===== config.mk =====
export PLATFORM = sky130hd
export DESIGN_NAME = ppoc_top
export DESIGN_NICKNAME = d
export VERILOG_FILES = /design/src/hdl/ppoc_pkg.sv /design/src/hdl/ppoc_pin_stage.sv /design/src/hdl/ppoc_top.sv
export SDC_FILE = /design/constraint.sdc
export NUM_CORES = 1
export LEC_CHECK = 0
export BUFFER_PORTS_ARGS = -buffer_cell sky130_fd_sc_hd__buf_2
export CAP_MARGIN = 15
export CORE_ASPECT_RATIO = 1.4
export CORE_MARGIN = 2
export CORE_UTILIZATION = 34
export CTS_BUF_LIST = sky130_fd_sc_hd__clkbuf_4 sky130_fd_sc_hd__clkbuf_8 sky130_fd_sc_hd__clkbuf_16
export DETAILED_ROUTE_END_ITERATION = 12
export GPL_TIMING_DRIVEN = 0
export PLACE_DENSITY = 0.63
export SYNTH_ARGS = -nofsm -noshare
export SYNTH_HDL_FRONTEND = slang
export SYNTH_SLANG_ARGS = --single-unit
export TNS_END_PERCENT = 30

===== constraint.sdc =====
create_clock -name clk -period 3.6 [get_ports clk]
set_input_delay 0.9 -clock clk [delete_from_list [all_inputs] [get_ports clk]]
set_output_delay 0.9 -clock clk [all_outputs]
set_load 0.01 [all_outputs]

===== src/hdl/ppoc_pkg.sv =====
package ppoc_pkg;
  // Register map, word aligned byte address
  localparam logic [3:0] CTRL_ADDR = 4'h0;
  localparam logic [3:0] STAT_ADDR = 4'h4;
  localparam logic [15:0] CTRL_RESET = 16'hC000;
  // Field positions
  localparam int HI_OWN_BIT  = 15;
  localparam int LO_OWN_BIT  = 14;
  localparam int HI_POL_BIT  = 13;
  localparam int LO_POL_BIT  = 12;
  localparam int MODE_LSB    = 10;
  localparam int HI_OVR_BIT  = 9;
  localparam int LO_OVR_BIT  = 8;
  localparam int OVR_LSB     = 6;
  localparam int FLT_LSB     = 4;
  localparam int CL_LSB      = 2;
  // Pair output modes
  typedef enum logic [1:0] {
    PPOC_COMPL  = 2'h0,
    PPOC_REDUND = 2'h1,
    PPOC_PUSHPL = 2'h2,
    PPOC_INDEP  = 2'h3
  } ppoc_mode_t;
  // Drive sources for one pin
  typedef struct packed {
    logic gen;
    logic own;
    logic pol;
    logic ovrEn;
    logic ovr;
    logic flt;
    logic cl;
  } ppoc_pin_t;
endpackage


===== src/hdl/ppoc_pin_stage.sv =====
`timescale 1ns/100ps
module ppoc_pin_stage (
  // Clock and control
  input  wire logic             clk,
  input  wire logic             rst,
  input  wire logic             ce,
  // Pin inputs
  input  wire ppoc_pkg::ppoc_pin_t cfg,
  input  wire logic             fltActive,
  input  wire logic             clActive,
  input  wire logic             gpioOut,
  // Pin output
  output logic                  pinOut
);
  logic pinQ;
  logic pinD;

  always_comb begin
    if (!cfg.own) begin
      pinD = gpioOut;
    end else if (fltActive) begin
      pinD = cfg.flt;
    end else if (clActive) begin
      pinD = cfg.cl;
    end else if (cfg.ovrEn) begin
      pinD = cfg.ovr;
    end else begin
      pinD = cfg.gen ^ cfg.pol;
    end
  end

  always_ff @(posedge clk or posedge rst) begin
    if (rst) begin
      pinQ <= 1'b0;
    end else if (ce) begin
      pinQ <= pinD;
    end
  end

  assign pinOut = pinQ;
endmodule


===== src/hdl/ppoc_top.sv =====
// Design decisions made here: the address map and the Wishbone register port.
`timescale 1ns/100ps
// Contract
// - Bit 15 gives the high pin to the generator when set, else to the port logic.
// - Bit 14 gives the low pin to the generator when set, else to the port logic.
// - Bit 13 set makes the high pin active low.
// - Bit 12 set makes the low pin active low.
// - Bits 11-10 pick complementary, redundant or independent pairing; push-pull code 2 steers the low pin like independent.
// - Bit 9 set forces the high pin to the upper override level unless an enabled fault or current limit is active.
// - Bit 8 set forces the low pin to the lower override level unless an enabled fault or current limit is active.
// - Bits 7-6 hold the override levels, high then low.
// - An enabled active fault drives the high pin to fault bit 5.
// - An enabled active fault drives the low pin to fault bit 4.
// - An enabled active current limit drives the high pin to bit 3 unless an enabled fault is active.
module ppoc_top (
  // Clock and reset
  input  wire logic        clk,
  input  wire logic        rst,
  input  wire logic        ce,
  // Wishbone slave
  input  wire logic        wbCyc,
  input  wire logic        wbStb,
  input  wire logic        wbWe,
  input  wire logic [3:0]  wbAdr,
  input  wire logic [3:0]  wbSel,
  input  wire logic [31:0] wbDatI,
  output logic [31:0]      wbDatO,
  output logic             wbAck,
  // Generator and condition inputs
  input  wire logic        genHigh,
  input  wire logic        genLow,
  input  wire logic        faultActive,
  input  wire logic        faultHandlingMode,
  input  wire logic        currentLimitActive,
  input  wire logic        currentLimitHandlingMode,
  input  wire logic        gpioHigh,
  input  wire logic        gpioLow,
  // Pins
  output logic             highSideOutput,
  output logic             lowSideOutput
);
  logic [15:0] ctrlQ;
  logic [15:0] ctrlD;
  logic        ackQ;
  logic        ackD;
  logic [31:0] datQ;
  logic [31:0] datD;
  logic        hiGen;
  logic        loGen;
  logic        fltOn;
  logic        clOn;
  ppoc_pkg::ppoc_mode_t mode;
  ppoc_pkg::ppoc_pin_t  hiCfg;
  ppoc_pkg::ppoc_pin_t  loCfg;

  // Bus access
  logic busReq;
  assign busReq = wbCyc && wbStb && !ackQ;

  always_comb begin
    ctrlD = ctrlQ;
    ackD  = busReq;
    datD  = 32'h0000_0000;
    if (busReq && wbWe && wbAdr == ppoc_pkg::CTRL_ADDR) begin
      if (wbSel[0]) ctrlD[7:0] = wbDatI[7:0];
      if (wbSel[1]) ctrlD[15:8] = wbDatI[15:8];
    end
    if (busReq && !wbWe) begin
      unique case (wbAdr)
        ppoc_pkg::CTRL_ADDR: datD = {16'h0000, ctrlQ};
        ppoc_pkg::STAT_ADDR: datD = {26'h0000000, fltOn, clOn, genHigh, genLow,
                                     highSideOutput, lowSideOutput};
        default:             datD = 32'h0000_0000;
      endcase
    end
  end

  always_ff @(posedge clk or posedge rst) begin
    if (rst) begin
      ctrlQ <= ppoc_pkg::CTRL_RESET;
      ackQ  <= 1'b0;
      datQ  <= 32'h0000_0000;
    end else if (ce) begin
      ctrlQ <= ctrlD;
      ackQ  <= ackD;
      datQ  <= datD;
    end
  end

  assign wbAck  = ackQ;
  assign wbDatO = datQ;

  // Pair mode steering of generator outputs
  assign mode = ppoc_pkg::ppoc_mode_t'(ctrlQ[ppoc_pkg::MODE_LSB +: 2]);
  always_comb begin
    hiGen = genHigh;
    loGen = genLow;
    unique case (mode)
      ppoc_pkg::PPOC_COMPL:  loGen = ~genHigh;
      ppoc_pkg::PPOC_REDUND: loGen = genHigh;
      ppoc_pkg::PPOC_PUSHPL: loGen = genLow;
      ppoc_pkg::PPOC_INDEP:  loGen = genLow;
    endcase
  end

  assign fltOn = faultActive && faultHandlingMode;
  assign clOn  = currentLimitActive && currentLimitHandlingMode;

  always_comb begin
    hiCfg.gen   = hiGen;
    hiCfg.own   = ctrlQ[ppoc_pkg::HI_OWN_BIT];
    hiCfg.pol   = ctrlQ[ppoc_pkg::HI_POL_BIT];
    hiCfg.ovrEn = ctrlQ[ppoc_pkg::HI_OVR_BIT];
    hiCfg.ovr   = ctrlQ[ppoc_pkg::OVR_LSB + 1];
    hiCfg.flt   = ctrlQ[ppoc_pkg::FLT_LSB + 1];
    hiCfg.cl    = ctrlQ[ppoc_pkg::CL_LSB + 1];
    loCfg.gen   = loGen;
    loCfg.own   = ctrlQ[ppoc_pkg::LO_OWN_BIT];
    loCfg.pol   = ctrlQ[ppoc_pkg::LO_POL_BIT];
    loCfg.ovrEn = ctrlQ[ppoc_pkg::LO_OVR_BIT];
    loCfg.ovr   = ctrlQ[ppoc_pkg::OVR_LSB];
    loCfg.flt   = ctrlQ[ppoc_pkg::FLT_LSB];
    loCfg.cl    = ctrlQ[ppoc_pkg::CL_LSB];
  end

  ppoc_pin_stage uHigh (
    .clk       (clk),
    .rst       (rst),
    .ce        (ce),
    .cfg       (hiCfg),
    .fltActive (fltOn),
    .clActive  (clOn),
    .gpioOut   (gpioHigh),
    .pinOut    (highSideOutput)
  );

  ppoc_pin_stage uLow (
    .clk       (clk),
    .rst       (rst),
    .ce        (ce),
    .cfg       (loCfg),
    .fltActive (fltOn),
    .clActive  (clOn),
    .gpioOut   (gpioLow),
    .pinOut    (lowSideOutput)
  );

  // Checks wait two edges after reset so pins reset low are not judged
  logic [1:0] chkArmQ;
  always_ff @(posedge clk or posedge rst) begin
    if (rst) begin
      chkArmQ <= 2'h0;
    end else begin
      chkArmQ <= {chkArmQ[0], 1'b1};
    end
  end
endmodule


==> results_dict.tcl <==
set metrics [dict create \
    root_buffer "clkbuf_8" \
    postCtsHoldBufs 0 \
    p_int_mw 0.605 \
    drt-total-wl_um 3730 \
    numCtsBuffers 5 \
    fin_ws_ns 1.56 \
    cts_resized 0 \
    clock_skew_ns 0.00625 \
    grt_max_degree 22 \
    rsz0062_at_grt "false" \
    dpl_cell_area_um2 2130 \
    critPathMaxFanout 8 \
    synth.distinct_cells 31 \
    fp.dieW_um 63.7 \
    combPwrFrac_pct 12.0 \
    grt_antenna_before_repair 0 \
    design.core.area_um2 4840 \
    slew_violations 0 \
    min_path_type "flip-flop to flip-flop" \
    yosysMostFrequentCell "dfrtp_1" \
    cts_num_sinks 35 \
    worstSetupStartpointType "input port" \
    fmax_mhz 490 \
    power.density_nw_per_um2 360 \
    layout_min_cycle_time_ns 2.04 \
    power.switching_mw 0.192 \
    grt-ovfl-total 0 \
    dr_total_vias 1261 \
    seqPwrFrac_pct 52.1 \
    drc_errors 0 \
    dieArea_um2 5580 \
    dr.pass1.iters 4 \
    synth_area_um2 1700 \
    synth_edf_count 0 \
    worstPathArrival_ns 2.21 \
    ioPinCount 89 \
    finalCritPeriodShare_pct 56.7 \
    async_reset_ff_share_pct 100 \
    fin_area_um2 2210 \
    yosys_register_bits 35 \
    grt.total_usage_pct 14.3 \
    io_buffers 53 \
    tns_ns 0 \
    netlist_instances 134 \
    clk_latency_ns 0.28 \
    areaGrowthSynthToFinish_pct 30.5 \
    ant_nets 0 \
    die_h_um 87.6 \
    first_iter_violations 34 \
    cts_max_path_buffers 2 \
    dpl.hpwl_um 2940 \
    critPathKind "input port to flip-flop" \
    wl_per_cell_um 13.6 \
    synthFlopType "dfrtp_1" \
    postCtsSetupRepairBufs 0 \
    h-tree-depth 2 \
    peakVddDrop_mv 0.227 \
    grt_pass1_wl_um 6110 \
    synth_commonest_cells "dfrtp_1, buf_4, mux2_2" \
    synthTopCellsByArea "dfrtp_1, mux2_2, buf_4, a22o_1, dfstp_2" \
    grt_pass1_vias 1217 \
    layout-drive-gt1-share_pct 49.3 \
    clockPowerShare_pct 35.9 \
    worstMarginPinSlew_ns 0.661 \
    critPathCaptureType "flip-flop" \
    run_status "finished, final reports clean" \
    antennaDiodeCount 0 \
    setup_viol 0 \
    hold_viol_final 0 \
    fillers 477 \
    cts_tree "yes" \
    yosysWarnings 0 \
    postSynthAreaPerCell_um2 12.7 \
    fin_util_pct 45.7 \
    sw_frac_of_total_pct 24.1 \
    slew_headroom_pct 55.9 \
    initial_core_util_pct 35.0 \
    yosys.area.top_type "dfrtp_1" \
    place_congestion 0.767 \
    synth_top_area_share_pct 48.7 \
    critPathRequiredTime_ns 3.77 \
    row_count 30 \
    synth_seq_area_share_pct 51.8 \
    path_clk_slew_ns 0.07 \
    nets 264 \
    vias_per_cell 4.59 \
    place_worst_setup_slack_ns 1.25 \
    p_leak_nw 1.21 \
    maxCapViolCount 0 \
]
[cell usage in the layout, fill, tap and decap left out, types with 3 or more instances in the layout]
master and n:
nand2b_1 3, buf_2 53, mux2_2 15, inv_1 4, nor2b_1 4, dfrtp_1 33, a221o_1 4, conb_1 16
buf_4 18, a22o_1 10, clkbuf_8 5, a32oi_1 3, nand2_1 13
[area by class of cell]
cell class	instances	area [µm²]	area share (%)
Sequential cell	35	878	39.7
Multi-Input combinational cell	89	698	31.5
Timing Repair Buffer	54	293	13.2
Buffer	21	161	7.29
Clock buffer	7	83.8	3.79
Tap cell	64	80.1	3.62
Inverter	4	15.0	0.678
Clock inverter	1	5.00	0.226
[layer usage]
layer	wire (µm)	global-route usage [%]	vias up	share of wire (%)
met5	0	0	-	0
met4	36	4.74	0	0.96
met3	221	3.21	6	5.9
met2	1860	24.1	47	50
met1	1610	18.4	603	43
li1	-	-	605	-
[critical path: stages]
cell and delay, ns:
buf_2 0.09, or3_4 0.41, nor3_2 0.13, and3_1 0.19
buf_6 0.14, mux2_2 0.34
[power groups by stage]
stage	Combinational [mW]	Clock, mW	Sequential (mW)
finish	0.0958	0.286	0.415
floorplan	0.0569	0	0.421
global placement	0.0916	0	0.422
CTS	0.0967	0.296	0.415
detailed placement	0.0963	0	0.423
global route	0.106	0.317	0.416
[state kept, by name, indices dropped and copies added, names as in the netlist]
signal,flops
ctrlQ,16
wbDatO,16
uHigh.pinOut,1
uLow.pinOut,1
wbAck,1
[per-stage QoR]
step	total power [mW]	cells	hold WS, ns
after floorplan	0.478	149	0.445
after global placement	0.514	266	0.466
after detailed placement	0.519	267	0.474
after CTS	0.807	275	0.490
after global routing	0.840	275	0.507
final	0.797	275	0.487
[worst paths after layout]
kind	start	end	slack, ns	cells past startpoint
min in group asynchronous	rst	ctrlQ[8]	0.70	2
min reg2reg	wbDatO[5]	wbDatO[5]	0.49	2
min	wbDatO[5]	wbDatO[5]	0.49	2
max	wbAdr[3]	ctrlQ[3]	1.56	6
max in group asynchronous	rst	ctrlQ[15]	2.29	3
max reg2reg	wbAck	ctrlQ[3]	2.00	5
[cells by family (layout without fill, tap and decap cells)]
kind of cell              Yosys count  after routing  share of synthesized area (%)
DFF                                35             35                           51.8
and+or+nand+nor                    29             29                           12.2
AOI/OAI and AO/OA                  25             25                           12.3
buffers and inverters              25             87                           10.4
muxes                              16             16                           10.6
xor gates and xnor gates            3              3                           2.43
other                               1             16                          0.221
No activity file was read; power rests on OpenSTA's default activity.
